File: config.mk
export PLATFORM = sky130hd
export DESIGN_NAME = fspb_status_bits
export DESIGN_NICKNAME = d
export VERILOG_FILES = /design/src/rtl/fspb_pkg.sv /design/src/rtl/fspb_lock_mem.sv /design/src/rtl/fspb_status_bits.sv
export VERILOG_INCLUDE_DIRS = /design/src /design/src/rtl
export SDC_FILE = /design/constraint.sdc
export NUM_CORES = 1
export LEC_CHECK = 0
export CAP_MARGIN = 40
export CORE_UTILIZATION = 25
export CTS_BUF_LIST = sky130_fd_sc_hd__clkbuf_4
export DETAILED_ROUTE_END_ITERATION = 10
export DONT_BUFFER_PORTS = 1
export SLEW_MARGIN = 20
export SYNTH_ARGS = -nofsm -noshare
export SYNTH_HDL_FRONTEND = slang
export SYNTH_SLANG_ARGS = --single-unit
File: constraint.sdc
create_clock -name clk_i -period 27.3 [get_ports clk_i]
set_input_delay 2.73 -clock clk_i [delete_from_list [all_inputs] [get_ports clk_i]]
set_output_delay 2.73 -clock clk_i [all_outputs]
set_load 0.02 [all_outputs]
File: src/rtl/fspb_cfg.svh
`ifndef FSPB_CFG_SVH
`define FSPB_CFG_SVH

// ****************************************
// instruction opcodes
// ****************************************
`define FSPB_OP_WREN      8'h06
`define FSPB_OP_WRDI      8'h04
`define FSPB_OP_RDSR1     8'h05
`define FSPB_OP_RDSR2     8'h35
`define FSPB_OP_RDSR3     8'h15
`define FSPB_OP_WRSR1     8'h01
`define FSPB_OP_WRSR2     8'h31
`define FSPB_OP_WRSR3     8'h11
`define FSPB_OP_SUSPEND   8'h75
`define FSPB_OP_RESUME    8'h7A
`define FSPB_OP_ENTER_4L  8'h38
`define FSPB_OP_EXIT_4L   8'hFF
`define FSPB_OP_UNLOCK    8'h39

// ****************************************
// bit positions inside each status byte
// ****************************************
`define FSPB_B1_BUSY      0
`define FSPB_B1_WEL       1
`define FSPB_B1_BP_LSB    2
`define FSPB_B1_BP_MSB    4
`define FSPB_B1_TB        5
`define FSPB_B1_SEC       6
`define FSPB_B1_PM_LOW    7
`define FSPB_B2_PM_HIGH   0
`define FSPB_B2_QE        1
`define FSPB_B2_LOCK_LSB  3
`define FSPB_B2_LOCK_MSB  5
`define FSPB_B2_CMP       6
`define FSPB_B2_SUS       7
`define FSPB_B3_WPS       2
`define FSPB_B3_DRV_LSB   5
`define FSPB_B3_DRV_MSB   6
`define FSPB_B3_HOLD_RST  7

// ****************************************
// reset (factory) values
// ****************************************
`define FSPB_RST_PM       2'h0
`define FSPB_RST_CMP      1'h0
`define FSPB_RST_SEC      1'h0
`define FSPB_RST_TB       1'h0
`define FSPB_RST_BP       3'h0
`define FSPB_RST_LOCKS    3'h0
`define FSPB_RST_QE       1'h0
`define FSPB_RST_WPS      1'h0
`define FSPB_RST_DRV      2'h3
`define FSPB_RST_HOLD_RST 1'h0

// ****************************************
// protect modes and array geometry
// ****************************************
`define FSPB_PM_SOFT      2'h0
`define FSPB_PM_HARD      2'h1
`define FSPB_PM_LOCKDOWN  2'h2
`define FSPB_ADDR_W       24
`define FSPB_LOCK_AW      9
`define FSPB_LOCK_DEPTH   286
`define FSPB_LOCK_BOT_IDX 9'h0FE
`define FSPB_LOCK_TOP_IDX 9'h10E
`define FSPB_BLK_SHIFT    5'h11
`define FSPB_SECT_SHIFT   5'h0C
`define FSPB_SECT_MAX     3'h3
`define FSPB_WBYTES_MAX   2'h2
`define FSPB_ABYTES       2'h3

`endif

File: src/rtl/fspb_pkg.sv
package fspb_pkg;

    typedef enum logic [2:0] {
        FSPB_PH_CMD  = 3'h0,
        FSPB_PH_ADDR = 3'h1,
        FSPB_PH_WR   = 3'h2,
        FSPB_PH_RD   = 3'h3,
        FSPB_PH_SKIP = 3'h4
    } fspb_phase_t;

    typedef struct packed {
        logic [1:0] pm;
        logic       cmp;
        logic       sec;
        logic       tb;
        logic [2:0] bp;
        logic [2:0] locks;
        logic       qe;
        logic       protect_scheme_select;
        logic [1:0] drv;
        logic       hold_rst;
    } fspb_cfg_t;

    typedef struct packed {
        logic sclk;
        logic cs_n;
        logic di;
        logic wp_n;
        logic hold_n;
        logic pwr_off;
    } fspb_pins_t;

endpackage : fspb_pkg

File: src/rtl/fspb_lock_mem.sv
`timescale 1ns/1ps
`include "fspb_cfg.svh"

module fspb_lock_mem #(
    parameter int DEPTH = `FSPB_LOCK_DEPTH,
    parameter int AW    = `FSPB_LOCK_AW
) (
    input  wire logic          clk_i,
    input  wire logic          reset_i,
    input  wire logic          set_all_i,
    input  wire logic          clr_en_i,
    input  wire logic [AW-1:0] clr_addr_i,
    input  wire logic [AW-1:0] rd_addr_i,
    output logic               rd_data_o
);

    typedef struct packed {
        logic [DEPTH-1:0] bits;
        logic             rd;
    } fspb_mem_state_t;

    fspb_mem_state_t s;
    fspb_mem_state_t next_s;

    always_comb begin
        next_s = s;
        if (set_all_i) begin
            next_s.bits = '1;
        end else if (clr_en_i && (int'(clr_addr_i) < DEPTH)) begin
            next_s.bits[clr_addr_i] = 1'b0;
        end
        next_s.rd = (int'(rd_addr_i) < DEPTH) ? s.bits[rd_addr_i] : 1'b1;
    end

    always_ff @(posedge clk_i or posedge reset_i) begin
        if (reset_i) begin
            s <= '1;
        end else begin
            s <= next_s;
        end
    end

    assign rd_data_o = s.rd;

endmodule : fspb_lock_mem

File: src/rtl/fspb_status_bits.sv
`timescale 1ns/1ps
`include "fspb_cfg.svh"

module fspb_status_bits
    import fspb_pkg::*;
(
    input  wire logic                    clk_i,
    input  wire logic                    reset_i,
    input  wire logic                    sclk_i,
    input  wire logic                    cs_n_i,
    input  wire logic                    di_i,
    input  wire logic                    wp_n_i,
    input  wire logic                    hold_n_i,
    input  wire logic                    power_off_i,
    input  wire logic [`FSPB_ADDR_W-1:0] check_addr_i,
    output logic                         do_o,
    output logic                         do_oe_o,
    output logic                         addr_protected_o,
    output logic [7:0]                   status_second_byte_o,
    output logic [7:0]                   status_third_byte_o,
    output logic [1:0]                   drive_strength_o,
    output logic                         write_enable_latch_o,
    output logic                         suspend_flag_o,
    output logic                         four_line_command_mode_o,
    output logic                         quad_data_lines_o,
    output logic                         hold_function_active_o,
    output logic                         restart_function_active_o,
    output logic                         wp_function_active_o
);

    typedef struct packed {
        fspb_pins_t                  sync1;
        fspb_pins_t                  sync2;
        logic                        sclk_prev;
        logic                        cs_n_prev;
        fspb_phase_t                 phase;
        logic [7:0]                  shreg;
        logic [2:0]                  bitcnt;
        logic [7:0]                  opcode;
        logic [1:0]                  nbytes;
        logic [15:0]                 wbuf;
        logic [`FSPB_ADDR_W-1:0]     addr;
        logic [7:0]                  outsh;
        fspb_cfg_t                   cfg;
        logic                        write_enable_latch;
        logic                        suspend_flag;
        logic                        four_line_command_mode;
        logic                        dout;
        logic                        bp_hit;
        logic                        lock_set;
        logic                        lock_clr;
        logic [`FSPB_LOCK_AW-1:0]    lock_clr_idx;
    } fspb_state_t;

    fspb_state_t s;
    fspb_state_t next_s;
    fspb_pins_t  pins_in;
    logic        lock_rd;

    // ****************************************
    // functions
    // ****************************************
    function automatic logic [`FSPB_LOCK_AW-1:0] lock_index(
        input logic [`FSPB_ADDR_W-1:0] a
    );
        logic [`FSPB_LOCK_AW-1:0] idx;
        if (a[23:16] == 8'h00) begin
            idx = `FSPB_LOCK_BOT_IDX + {5'h00, a[15:12]};
        end else if (a[23:16] == 8'hFF) begin
            idx = `FSPB_LOCK_TOP_IDX + {5'h00, a[15:12]};
        end else begin
            idx = {1'b0, a[23:16]} - 9'h001;
        end
        return idx;
    endfunction : lock_index

    function automatic logic bp_region_hit(
        input fspb_cfg_t               c,
        input logic [`FSPB_ADDR_W-1:0] a
    );
        logic [4:0]               shift;
        logic [`FSPB_ADDR_W-1:0]  hi_mask;
        logic                     hit;
        if (c.sec) begin
            shift = `FSPB_SECT_SHIFT
                  + ((c.bp > 3'h3) ? {2'h0, `FSPB_SECT_MAX} : ({2'h0, c.bp} - 5'h01));
        end else begin
            shift = `FSPB_BLK_SHIFT + {2'h0, c.bp};
        end
        hi_mask = 24'hFFFFFF << shift;
        if (c.bp == 3'h0) begin
            hit = 1'b0;
        end else if (c.bp == 3'h7) begin
            hit = 1'b1;
        end else if (c.tb) begin
            hit = ((a & hi_mask) == 24'h000000);
        end else begin
            hit = ((a & hi_mask) == hi_mask);
        end
        return hit ^ c.cmp;
    endfunction : bp_region_hit

    function automatic fspb_cfg_t apply_second_byte(
        input fspb_cfg_t  c,
        input logic [7:0] b,
        input logic       in_qpi
    );
        fspb_cfg_t r;
        r         = c;
        r.pm[1]   = b[`FSPB_B2_PM_HIGH];
        r.qe      = b[`FSPB_B2_QE] | (in_qpi & c.qe);
        r.locks   = c.locks | b[`FSPB_B2_LOCK_MSB:`FSPB_B2_LOCK_LSB];
        r.cmp     = b[`FSPB_B2_CMP];
        return r;
    endfunction : apply_second_byte

    // ****************************************
    // pin sampling and protocol
    // ****************************************
    assign pins_in = '{sclk: sclk_i, cs_n: cs_n_i, di: di_i, wp_n: wp_n_i,
                       hold_n: hold_n_i, pwr_off: power_off_i};

    always_comb begin
        logic hold_on;
        logic restart;
        logic rise;
        logic fall;
        logic cs_end;
        logic wr_ok;
        logic [7:0] byte_in;
        logic [7:0] sr1;
        logic [7:0] wbyte;
        hold_on  = 1'b0;
        restart  = 1'b0;
        rise     = 1'b0;
        fall     = 1'b0;
        cs_end   = 1'b0;
        wr_ok    = 1'b0;
        byte_in  = 8'h00;
        sr1      = 8'h00;
        wbyte    = 8'h00;
        next_s   = s;
        next_s.sync1     = pins_in;
        next_s.sync2     = s.sync1;
        next_s.sclk_prev = s.sync2.sclk;
        next_s.cs_n_prev = s.sync2.cs_n;
        next_s.lock_set  = 1'b0;
        next_s.lock_clr  = 1'b0;

        hold_on = !s.cfg.qe && !s.cfg.hold_rst && !s.sync2.hold_n;
        restart = !s.cfg.qe && s.cfg.hold_rst && !s.sync2.hold_n;
        rise    = s.sync2.sclk && !s.sclk_prev && !s.sync2.cs_n && !hold_on;
        fall    = !s.sync2.sclk && s.sclk_prev && !s.sync2.cs_n && !hold_on;
        cs_end  = s.sync2.cs_n && !s.cs_n_prev;
        byte_in = {s.shreg[6:0], s.sync2.di};

        unique case (s.cfg.pm)
            `FSPB_PM_SOFT: wr_ok = s.write_enable_latch;
            `FSPB_PM_HARD: wr_ok = s.write_enable_latch && (s.sync2.wp_n || s.cfg.qe);
            default:       wr_ok = 1'b0;
        endcase

        sr1 = {s.cfg.pm[0], s.cfg.sec, s.cfg.tb, s.cfg.bp, s.write_enable_latch, 1'b0};

        if (rise) begin
            next_s.shreg  = byte_in;
            next_s.bitcnt = s.bitcnt + 3'h1;
            if (s.bitcnt == 3'h7) begin
                unique case (s.phase)
                    FSPB_PH_CMD: begin
                        next_s.opcode = byte_in;
                        next_s.phase  = FSPB_PH_SKIP;
                        unique case (byte_in)
                            `FSPB_OP_WREN:    next_s.write_enable_latch = 1'b1;
                            `FSPB_OP_WRDI:    next_s.write_enable_latch = 1'b0;
                            `FSPB_OP_SUSPEND: next_s.suspend_flag = 1'b1;
                            `FSPB_OP_RESUME:  next_s.suspend_flag = 1'b0;
                            `FSPB_OP_ENTER_4L: next_s.four_line_command_mode = s.cfg.qe;
                            `FSPB_OP_EXIT_4L: next_s.four_line_command_mode = 1'b0;
                            `FSPB_OP_RDSR1: begin
                                next_s.phase = FSPB_PH_RD;
                                next_s.outsh = sr1;
                            end
                            `FSPB_OP_RDSR2: begin
                                next_s.phase = FSPB_PH_RD;
                                next_s.outsh = status_second_byte_o;
                            end
                            `FSPB_OP_RDSR3: begin
                                next_s.phase = FSPB_PH_RD;
                                next_s.outsh = status_third_byte_o;
                            end
                            `FSPB_OP_WRSR1,
                            `FSPB_OP_WRSR2,
                            `FSPB_OP_WRSR3:   next_s.phase = FSPB_PH_WR;
                            `FSPB_OP_UNLOCK:  next_s.phase = FSPB_PH_ADDR;
                            default:          next_s.phase = FSPB_PH_SKIP;
                        endcase
                    end
                    FSPB_PH_WR: begin
                        if (s.nbytes != `FSPB_WBYTES_MAX) begin
                            next_s.wbuf   = {s.wbuf[7:0], byte_in};
                            next_s.nbytes = s.nbytes + 2'h1;
                        end
                    end
                    FSPB_PH_ADDR: begin
                        if (s.nbytes != `FSPB_ABYTES) begin
                            next_s.addr   = {s.addr[15:0], byte_in};
                            next_s.nbytes = s.nbytes + 2'h1;
                        end
                    end
                    FSPB_PH_RD, FSPB_PH_SKIP: begin
                        next_s.phase = s.phase;
                    end
                endcase
            end
        end

        if (fall && (s.phase == FSPB_PH_RD)) begin
            next_s.dout  = s.outsh[7];
            next_s.outsh = {s.outsh[6:0], s.outsh[7]};
        end

        // ****************************************
        // commit at end of frame
        // ****************************************
        if (cs_end) begin
            if ((s.phase == FSPB_PH_WR) && (s.nbytes != 2'h0)) begin
                next_s.write_enable_latch = 1'b0;
                if (wr_ok) begin
                    wbyte = (s.nbytes == 2'h2) ? s.wbuf[15:8] : s.wbuf[7:0];
                    unique case (s.opcode)
                        `FSPB_OP_WRSR1: begin
                            next_s.cfg.pm[0] = wbyte[`FSPB_B1_PM_LOW];
                            next_s.cfg.sec   = wbyte[`FSPB_B1_SEC];
                            next_s.cfg.tb    = wbyte[`FSPB_B1_TB];
                            next_s.cfg.bp    = wbyte[`FSPB_B1_BP_MSB:`FSPB_B1_BP_LSB];
                            if (s.nbytes == 2'h2) begin
                                next_s.cfg = apply_second_byte(next_s.cfg, s.wbuf[7:0],
                                                               s.four_line_command_mode);
                            end
                        end
                        `FSPB_OP_WRSR2: begin
                            next_s.cfg = apply_second_byte(s.cfg, wbyte, s.four_line_command_mode);
                        end
                        default: begin
                            next_s.cfg.protect_scheme_select      = wbyte[`FSPB_B3_WPS];
                            next_s.cfg.drv      = wbyte[`FSPB_B3_DRV_MSB:`FSPB_B3_DRV_LSB];
                            next_s.cfg.hold_rst = wbyte[`FSPB_B3_HOLD_RST];
                        end
                    endcase
                end
            end
            if ((s.opcode == `FSPB_OP_UNLOCK) && (s.nbytes == `FSPB_ABYTES)
                && (s.phase == FSPB_PH_ADDR)) begin
                next_s.write_enable_latch          = 1'b0;
                next_s.lock_clr     = s.write_enable_latch;
                next_s.lock_clr_idx = lock_index(s.addr);
            end
        end

        if (s.sync2.cs_n || restart || s.sync2.pwr_off) begin
            next_s.phase  = FSPB_PH_CMD;
            next_s.bitcnt = 3'h0;
            next_s.nbytes = 2'h0;
            next_s.dout   = 1'b0;
        end
        if (s.sync2.cs_n) begin
            next_s.opcode = 8'h00;
        end

        if (restart || s.sync2.pwr_off) begin
            next_s.write_enable_latch      = 1'b0;
            next_s.four_line_command_mode      = 1'b0;
            next_s.lock_set = 1'b1;
            next_s.lock_clr = 1'b0;
        end
        if (s.sync2.pwr_off) begin
            next_s.suspend_flag = 1'b0;
            if (s.cfg.pm == `FSPB_PM_LOCKDOWN) begin
                next_s.cfg.pm = `FSPB_PM_SOFT;
            end
        end

        next_s.bp_hit = bp_region_hit(s.cfg, check_addr_i);
    end

    always_ff @(posedge clk_i or posedge reset_i) begin
        if (reset_i) begin
            s              <= '0;
            s.sync1        <= '{sclk: 1'b0, cs_n: 1'b1, di: 1'b0, wp_n: 1'b1,
                                hold_n: 1'b1, pwr_off: 1'b0};
            s.sync2        <= '{sclk: 1'b0, cs_n: 1'b1, di: 1'b0, wp_n: 1'b1,
                                hold_n: 1'b1, pwr_off: 1'b0};
            s.cs_n_prev    <= 1'b1;
            s.phase        <= FSPB_PH_CMD;
            s.cfg          <= '{pm: `FSPB_RST_PM, cmp: `FSPB_RST_CMP, sec: `FSPB_RST_SEC,
                                tb: `FSPB_RST_TB, bp: `FSPB_RST_BP, locks: `FSPB_RST_LOCKS,
                                qe: `FSPB_RST_QE, protect_scheme_select: `FSPB_RST_WPS, drv: `FSPB_RST_DRV,
                                hold_rst: `FSPB_RST_HOLD_RST};
        end else begin
            s <= next_s;
        end
    end

    // ****************************************
    // block lock store
    // ****************************************
    fspb_lock_mem #(
        .DEPTH (`FSPB_LOCK_DEPTH),
        .AW    (`FSPB_LOCK_AW)
    ) u_lock_mem (
        .clk_i      (clk_i),
        .reset_i    (reset_i),
        .set_all_i  (s.lock_set),
        .clr_en_i   (s.lock_clr),
        .clr_addr_i (s.lock_clr_idx),
        .rd_addr_i  (lock_index(check_addr_i)),
        .rd_data_o  (lock_rd)
    );

    // ****************************************
    // outputs
    // ****************************************
    // field or individual locks
    assign addr_protected_o = s.cfg.protect_scheme_select ? lock_rd : s.bp_hit;
    assign status_second_byte_o = {s.suspend_flag, s.cfg.cmp, s.cfg.locks, 1'b0, s.cfg.qe,
                                   s.cfg.pm[1]};
    assign status_third_byte_o  = {s.cfg.hold_rst, s.cfg.drv, 2'h0, s.cfg.protect_scheme_select, 2'h0};
    assign drive_strength_o          = s.cfg.drv;
    assign write_enable_latch_o      = s.write_enable_latch;
    assign suspend_flag_o            = s.suspend_flag;
    assign four_line_command_mode_o  = s.four_line_command_mode;
    assign quad_data_lines_o         = s.cfg.qe;
    assign wp_function_active_o      = !s.cfg.qe;
    assign hold_function_active_o    = !s.cfg.qe && !s.cfg.hold_rst;
    assign restart_function_active_o = !s.cfg.qe && s.cfg.hold_rst;
    assign do_o    = s.dout;
    assign do_oe_o = (s.phase == FSPB_PH_RD) && !s.sync2.cs_n
                     && !(hold_function_active_o && !s.sync2.hold_n);

endmodule : fspb_status_bits

==> summary.md, run 1 <==
| Metric | Value |
|---|---|
| Status | `finished, final reports clean` |
| Core area | `82,000 sq um` |
| GR Overflow Total | `0` |
| Final WS setup | `between 20 and 25 ns` |
| Async SR Flop Fraction | `between 90% and 100%` |
| Initial DRC Count | `~1,600` |
| Initial Util | `25.2%` |
| TritonCTS Sinks | `slightly above 400` |
| Crit start category | `primary input` |
| Critical Path RT | `around 28 ns` |
| RSZ-0062 raised after global routing | `no` |
| Buf+Inv Stages, Crit Path | `3` |
| Post-Synth Adder-Cell Area | `less than 1%` |
| Hold Violations, Final | `0` |
| Post-CTS Hold Buffers | `0` |
| Die ar. | `approximately 84,000 sq um` |
| CTS root buf | `clkbuf_4` |
| Crit Reg-Reg Startpoint | `s[24]$_DFFE_PP0P_` |
| Sequential area share after synthesis | `approximately half` |
| Gr usage total | `14.4%` |
| Worst Hold Class | `reg -> reg` |
| Maxcap violations | `0` |
| CP Class | `in -> reg` |
| CP max stage delay | `~0.62 ns` |
| Cells after Synth | `2,168` |
| Place WS | `20.17 ns` |
| Port bufs | `0` |
| Maximum clock path buffer count | `3` |
| Most frequent cells in the layout | `nand2_1 (578), dfstp_2 (296), a21o_1 (291)` |
| # nets final | `about 2,200` |
| Library cells used by synthesis | `78` |
| Worst slew pin tran | `between 0.9 and 1 ns` |
| R2R depth | `15` |
| I/O Pins | `60` |
| Die H | `approximately 290 um` |
| Post-CTS Setup Repair Bufs | `0` |
| FP Rows | `105` |
| Mapped cell area | `roughly 21,000 sq um` |
| Clk_lat worst skew | `~0.90 ns` |
| Flop and latch count out of synthesis | `between 400 and 500` |
| First-pass GRT wire length | `around 95,000 um` |
| Synth Area in Compound Gates | `a little under a fifth` |
| Largest family of logic cells by synthesized area | `compound AO/OA/AOI/OAI gates` |
| Fmax | `around 160 MHz` |
| Reg2reg end | `s[11]$_DFF_PP0_` |
| DRC viols | `0` |
| Crit path arrival time | `~7.0 ns` |
| Wire length per cell | `around 18 um` |
| Die width | `between 200 and 300 um` |
| Worst-path maximum fanout | `36` |
| Final setup vio count | `0` |
| Final Cycle Share | `a little under a quarter` |
| CP Capture Type | `flip-flop` |
| Routability cong. | `a little under 0.9` |
| Synth Area per Inst | `9.54 sq um` |
| Crit-path most repeated cell | `buf_4` |
| Power per cell area | `~55 nW/um^2` |
| Crit path cell chain | `inv_1 > ha_1 > or4b_1 > o22a_4 > mux2i_4 > buf_4 > buf_4 > mux4_1 > a22oi_1 > a21oi_1 > or4_1 > a211oi_1 > nor4_1` |
| Fill count | `between 8,000 and 9,000` |
| Hold wc startpoint | `next_s[109]$_DFF_PP0_` |
| Simple-gate share of the synthesized area | `a little under a fifth` |
| Share of cells above drive strength 1 | `roughly 28%` |
| Pwr Total | `approximately 1.3 mW` |
| Slowest cell on the critical path | `or4b_1` |
| Post-DRT Antenna Nets | `0` |
| Final Max Slew Viols | `0` |
| Worst Hold End | `s[109]$_DFF_PP0_` |
| Final WL | `60,600 um` |
| DRT Pass-1 Iters | `6` |
| Worst reg2reg setup slack | `between 20 and 25 ns` |
| Layout area overhead | `12.9%` |
| H-tree levels | `3` |
| Post-synth EDFFs | `0` |
| Lkg Pwr | `between 9 and 10 nW` |
| Vias in the first global route | `between 15,000 and 20,000` |
| Post-synthesis mux area share | `just under 6%` |
| Clk_skew | `0.0970 ns` |
| Via-per-instance ratio | `~5` |
| Worst VDD drop | `roughly 0.000033 V` |
| CTS resizes | `0` |
| Final worst path period need | `a little over 6 ns` |
| Hold path depth | `0` |
| Largest net degree at the start of global routing | `110` |
| CTS clk-pin slew, worst paths | `0.07 ns` |
| Most common cell after layout, fill and taps aside | `nand2_1` |
| Crit path max-delay family | `simple AND/OR/NAND/NOR gates` |
| Vias | `16,500` |
| Placed Instance Area | `approximately 22,000 sq um` |
| Initial antenna violation count | `2` |
| Synth Flop Type | `dfstp_2` |
| Fin area | `23,300 sq um` |
| DP HPWL | `~38,000 um` |
| Ys Warns | `0` |
| CTS Buf Count | `103` |
| TritonCTS clock tree | `built` |
| Max-slew headroom | `between 30% and 40%` |
| Xor-xnor portion of the synthesized cell area | `less than 1%` |
| Critical Path Start | `check_addr_i[16]` |
| Final setup TNS | `0 ns` |
## synth_stat cells, types with 5 or more instances
cell type / number / area share (%)
a311oi_1: 18 / 0.76
dfrtp_1: 108 / 13
a21o_1: 291 / 11
o22ai_1: 5 / 0.15
nand2b_1: 13 / 0.39
dfstp_2: 296 / 38
inv_1: 33 / 0.60
nand3_1: 70 / 1.7
mux2_2: 53 / 2.9
and3_1: 29 / 0.88
a31oi_1: 16 / 0.48
mux2i_1: 36 / 1.7
or2_2: 6 / 0.18
nand3b_1: 12 / 0.44
ha_1: 16 / 0.97
nand4_1: 12 / 0.36
nor2_1: 97 / 1.8
o21ai_0: 45 / 1.1
o211ai_1: 14 / 0.51
clkbuf_1: 118 / 2.1
buf_2: 25 / 0.61
nor3_1: 38 / 0.92
a21oi_1: 44 / 1.1
a32oi_1: 14 / 0.59
nand2_1: 578 / 10
or3_1: 5 / 0.15
nor4_1: 11 / 0.33
or4_1: 6 / 0.22
nor2b_1: 5 / 0.15
buf_4: 24 / 0.87
a22oi_1: 10 / 0.36
xnor2_1: 8 / 0.34
mux4_2: 6 / 0.65
buf_6: 6 / 0.33
a211oi_1: 10 / 0.36
## flip-flops by register name, summed over array words and instances (netlist names)
| signal | cells |
|---|---|
| u_lock_mem.s | 286 |
| s | 95 |
| next_s | 8 |
| status_second_byte_o | 5 |
| drive_strength_o | 2 |
| status_third_byte_o | 2 |
| do_o | 1 |
| four_line_command_mode_o | 1 |
| quad_data_lines_o | 1 |
| suspend_flag_o | 1 |
| u_lock_mem.rd_data_o | 1 |
| write_enable_latch_o | 1 |
## cell type report
| class | count | area [sq um] | share of cell area, % |
|---|---|---|---|
| Antenna cell | 3 | 7.51 | 0.0322 |
| Clock buffer | 160 | 1200 | 5.15 |
| Clock inverter | 26 | 171 | 0.734 |
| Inverter | 34 | 135 | 0.579 |
| Multi-Input combinational cell | 1558 | 9370 | 40.1 |
| Sequential cell | 404 | 10500 | 44.9 |
| Tap cell | 1070 | 1340 | 5.74 |
| Timing Repair Buffer | 66 | 634 | 2.72 |
## routing by layer
metal,routed length [um],track usage [%],vias to the layer above
met1,27600,19.4,8287
met5,0,0,-
met4,1470,5.04,0
met2,27700,22.7,548
li1,-,-,7583
met3,3790,2.98,128
## cell families after synthesis
kind of cell               Yosys count
AOI/OAI and AO/OA                  527
DFF                                404
and+or+nand+nor                    896
buffers and inverters              210
other                                1
adders and majority gates           16
xor gates and xnor gates            12
muxes                              102
## per-stage QoR
step	hold slack, ns	instances	util, %
final	0.339	3321	28.5
after CTS	0.334	3316	28.4
after floorplan	0.331	2172	-
after global routing	0.346	3321	28.5
after global placement	0.332	3112	26.4
after detailed placement	0.336	3130	26.7
## worst max path at each step
stage                                           endpoint  depth (start not counted)
final                     u_lock_mem.rd_data_o$_DFF_PP1_                         13
after CTS                 u_lock_mem.rd_data_o$_DFF_PP1_                         14
after global placement    u_lock_mem.rd_data_o$_DFF_PP1_                         13
after detailed placement  u_lock_mem.rd_data_o$_DFF_PP1_                         14
after floorplan                         do_o$_DFFE_PP0P_                          1
after global routing      u_lock_mem.rd_data_o$_DFF_PP1_                         14
## power breakdown
group | switching [mW] | internal, mW | leakage [nW] | total [mW]
clock | 0.264 | 0.285 | 0.813 | 0.549
sequential | 0.0129 | 0.606 | 4.60 | 0.618
combinational | 0.0733 | 0.0345 | 3.78 | 0.108
total | 0.350 | 0.925 | 9.19 | 1.27
(Power assumes the default switching activity.)
==> inputs of run 2 (changes only) <==
ABC_AREA = 1   (was unset)
clock period = 5.5 ns   (was 27.3 ns; I/O delays follow)
==> summary.md, run 2 <==
| Metric | Value |
|---|---|
| Via-per-instance ratio | `4.67 (was 4.98)` |
| Final worst path period need | `3.68 ns` |
| Worst VDD drop | `0.000236 V (was 0.0000327 V)` |
| Vias | `18,000 (was 16,500)` |
| CP Capture Type | `flip-flop (unchanged)` |
| Worst-path maximum fanout | `13 (was 36)` |
| Most frequent cells in the layout | `nand2_1 (823), o21ai_0 (389), inv_1 (309) (was nand2_1 (578), dfstp_2 (296), a21o_1 (291))` |
| Crit Reg-Reg Startpoint | `s[24]$_DFFE_PP0P_ (unchanged)` |
| Fin area | `23,300 sq um (about the same)` |
| Vias in the first global route | `17,400 (was 16,400)` |
| Port bufs | `0 (unchanged)` |
| Initial Util | `25.2% (about the same)` |
| RSZ-0062 raised after global routing | `no (unchanged)` |
| Count leader, synth | `nand2_1 (unchanged)` |
| Synth Flop Type | `dfstp_2 (unchanged)` |
| DRC viols | `0 (unchanged)` |
| Clk_skew | `0.0676 ns (was 0.0970 ns)` |
| Ys Warns | `0 (unchanged)` |
| H-tree levels | `3 (unchanged)` |
| Post-synth EDFFs | `0 (unchanged)` |
| Final Max Slew Viols | `0 (unchanged)` |
| DRT Pass-1 Iters | `5 (was 6)` |
| Post-CTS Hold Buffers | `7 (was 0)` |
| Flop pwr share | `48.5% (about the same)` |
| Wire length per cell | `15.9 um (was 18.2 um)` |
| Worst Hold End | `s[11]$_DFF_PP0_ (was s[109]$_DFF_PP0_)` |
| Layout area overhead | `12.6% (was 12.9%)` |
| Cells after Synth | `2,679 (was 2,168)` |
| Post-CTS Setup Repair Bufs | `0 (unchanged)` |
| Finished Layout Cells | `3,848 (was 3,321)` |
| Largest net degree at the start of global routing | `173 (was 110)` |
| Pwr Total | `6.24 mW (was 1.27 mW)` |
| Die ar. | `83,900 sq um (about the same)` |
| Psw | `1.72 mW (was 350 uW)` |
| Worst slew pin tran | `1.04 ns (was 0.976 ns)` |
| Max reg flops | `286 (unchanged)` |
| Final Cycle Share | `about two thirds` |
| Worst Hold Class | `in -> reg (was reg -> reg)` |
| Fmax | `272 MHz` |
| Most common cell after layout, fill and taps aside | `nand2_1 (unchanged)` |
| Yosys top cell by area | `dfstp_2 (unchanged)` |
| Power per cell area | `268 nW/um^2 (was 54.6 nW/um^2)` |
| Core area | `82,000 sq um (unchanged)` |
| Comb pwr share | `8.1% (was 8.5%)` |
| Crit start category | `flip-flop (was primary input)` |
| Top post-synthesis cells by area | `dfstp_2 (38%), nand2_1 (15%), dfrtp_1 (13%) (was dfstp_2 (38%), dfrtp_1 (13%), a21o_1 (11%))` |
| TritonCTS Sinks | `404 (unchanged)` |
| Hold path depth | `6 (was 0)` |
| Crit path arrival time | `4.45 ns (was 7.03 ns)` |
| Commonest cells in the synthesized netlist | `nand2_1 (823), o21ai_0 (390), inv_1 (310) (was nand2_1 (578), dfstp_2 (296), a21o_1 (291))` |
| Worst reg2reg setup slack | `1.82 ns (was 23.26 ns)` |
| Final setup vio count | `0 (unchanged)` |
| CTS resizes | `0 (unchanged)` |
| Synth top area share | `37.6% (about the same)` |
| Initial DRC Count | `1,297 (was 1,579)` |
| CP Class | `reg -> reg (was in -> reg)` |
| Synth Area per Inst | `7.72 sq um (was 9.54 sq um)` |
| Mapped cell area | `20,700 sq um (about the same)` |
| Final WS setup | `1.82 ns (was 21.07 ns)` |
| Critical Path RT | `6.27 ns (was 28.09 ns)` |
| R2R depth | `20 (was 15)` |
| Sw Ratio | `27.6% (was 27.4%)` |
| Maximum clock path buffer count | `3 (unchanged)` |
| Hold Violations, Final | `0 (unchanged)` |
| Worst hold margin | `0.116 ns (was 0.339 ns)` |
| Final WL | `61,200 um (was 60,600 um)` |
| Internal power | `4.52 mW (was 925 uW)` |
| Library cells used by synthesis | `51 (was 78)` |
| Lkg Pwr | `10.8 nW (was 9.19 nW)` |
| Hold wc startpoint | `check_addr_i[16] (was next_s[109]$_DFF_PP0_)` |
| FP Rows | `105 (unchanged)` |
| Post-DRT Antenna Nets | `0 (unchanged)` |
| Sequential area share after synthesis | `50.7% (about the same)` |
| Clk_lat worst skew | `0.87 ns (was 0.90 ns)` |
| Routability cong. | `0.857 (was 0.874)` |
| Place WS | `1.64 ns (was 20.17 ns)` |
| Clock share of power | `43.4% (was 43.0%)` |
| First-pass GRT wire length | `97,100 um (was 94,600 um)` |
| Initial antenna violation count | `1 (was 2)` |
| CTS root buf | `clkbuf_4 (unchanged)` |
| Status | `finished, final reports clean (unchanged)` |
| Largest Register | `u_lock_mem.s (unchanged)` |
| DP HPWL | `38,600 um (was 37,500 um)` |
| Max-slew headroom | `30.9% (was 34.2%)` |
| Placed Cells | `3,644 (was 3,130)` |
| Share of cells above drive strength 1 | `19.7% (was 28.1%)` |
| Die H | `290 um (about the same)` |
| I/O Pins | `60 (unchanged)` |
| Async SR Flop Fraction | `100% (unchanged)` |
| CTS clk-pin slew, worst paths | `0.07 ns (about the same)` |
| # nets final | `2,742 (was 2,215)` |
| Flop and latch count out of synthesis | `404 (unchanged)` |
| Maxcap violations | `0 (unchanged)` |
| Die width | `290 um (about the same)` |
| CTS Buf Count | `109 (was 103)` |
| Reg2reg end | `s[11]$_DFF_PP0_ (unchanged)` |
| TritonCTS clock tree | `built (unchanged)` |
| Gr usage total | `14.6% (was 14.4%)` |
| Placed Instance Area | `21,800 sq um (was 21,900 sq um)` |
| GR Overflow Total | `0 (unchanged)` |
[run 2: worst max path at each step]
stage	cells past startpoint	slack (ns)	startpoint	end
floorplan	1	-0.25	reset_i	do_o$_DFFE_PP0P_
global placement	21	1.68	check_addr_i[16]	u_lock_mem.rd_data_o$_DFF_PP1_
detailed placement	21	1.64	check_addr_i[16]	u_lock_mem.rd_data_o$_DFF_PP1_
CTS	20	1.78	s[24]$_DFFE_PP0P_	s[11]$_DFF_PP0_
global route	21	1.39	s[26]$_DFFE_PP0P_	s[11]$_DFF_PP0_
finish	20	1.82	s[24]$_DFFE_PP0P_	s[11]$_DFF_PP0_
[run 2: cells by family after synthesis]
| group | count (synthesis) | synth area share, % |
|---|---|---|
| AO/OA/AOI/OAI | 521 | 13.4 |
| XOR/XNOR | 4 | 0.169 |
| adder cells (fa/ha/maj) | 16 | 0.968 |
| buffers and inverters | 466 | 9.35 |
| flip-flops | 404 | 50.7 |
| multiplexers | 6 | 0.327 |
| other | 1 | 0.0181 |
| AND/OR/NAND/NOR | 1261 | 25.1 |
[run 2: layout make-up]
class	instances	area, sq um
flip-flops and latches	404	10500
diodes	1	2.50
well taps	1070	1340
fillers	8966	58700
inverters	316	1200
clock inverters	32	174
multi-input cells	1813	8290
clock buffers	162	1220
repair buffers	50	578
[run 2: power groups by stage]
| stage | Sequential [mW] | Combinational (mW) | Clock [mW] |
|---|---|---|---|
| final | 3.03 | 0.507 | 2.71 |
| after global routing | 3.03 | 0.563 | 2.94 |
| after CTS | 3.03 | 0.505 | 2.79 |
| after detailed placement | 3.07 | 0.499 | 0 |
| after global placement | 3.07 | 0.496 | 0 |
| after floorplan | 3.06 | 0.356 | 0 |
[run 2: critical path, stage by stage (launching register included)]
cell and delay (ns):
dfrtp_1 0.46, ha_1 0.26, ha_1 0.19, a21o_1 0.17
nand2_1 0.10, inv_1 0.06, ha_1 0.17, nor2_1 0.26
inv_1 0.26, nor2_1 0.57, inv_1 0.25, o21ai_0 0.20
nand2_1 0.08, nand2_1 0.08, nor3_1 0.06, nand2_1 0.08
nor2_1 0.04, nand2_1 0.05, nand3b_1 0.10, nand3_1 0.08
nand2_1 0.05
[run 2: metal layers]
layer / vias up / track usage, % / wire (um)
met5: - / 0 / 0
met4: 0 / 4.28 / 1220
met3: 112 / 3.73 / 4690
met2: 576 / 22.7 / 27500
met1: 8646 / 19.9 / 27700
li1: 8654 / - / -
[run 2: through the flow]
step / util, % / setup TNS, ns
after floorplan: - / -27.01
after global placement: 26.3 / 0
after detailed placement: 26.6 / 0
after CTS: 28.4 / 0
after global routing: 28.4 / 0
final: 28.4 / 0
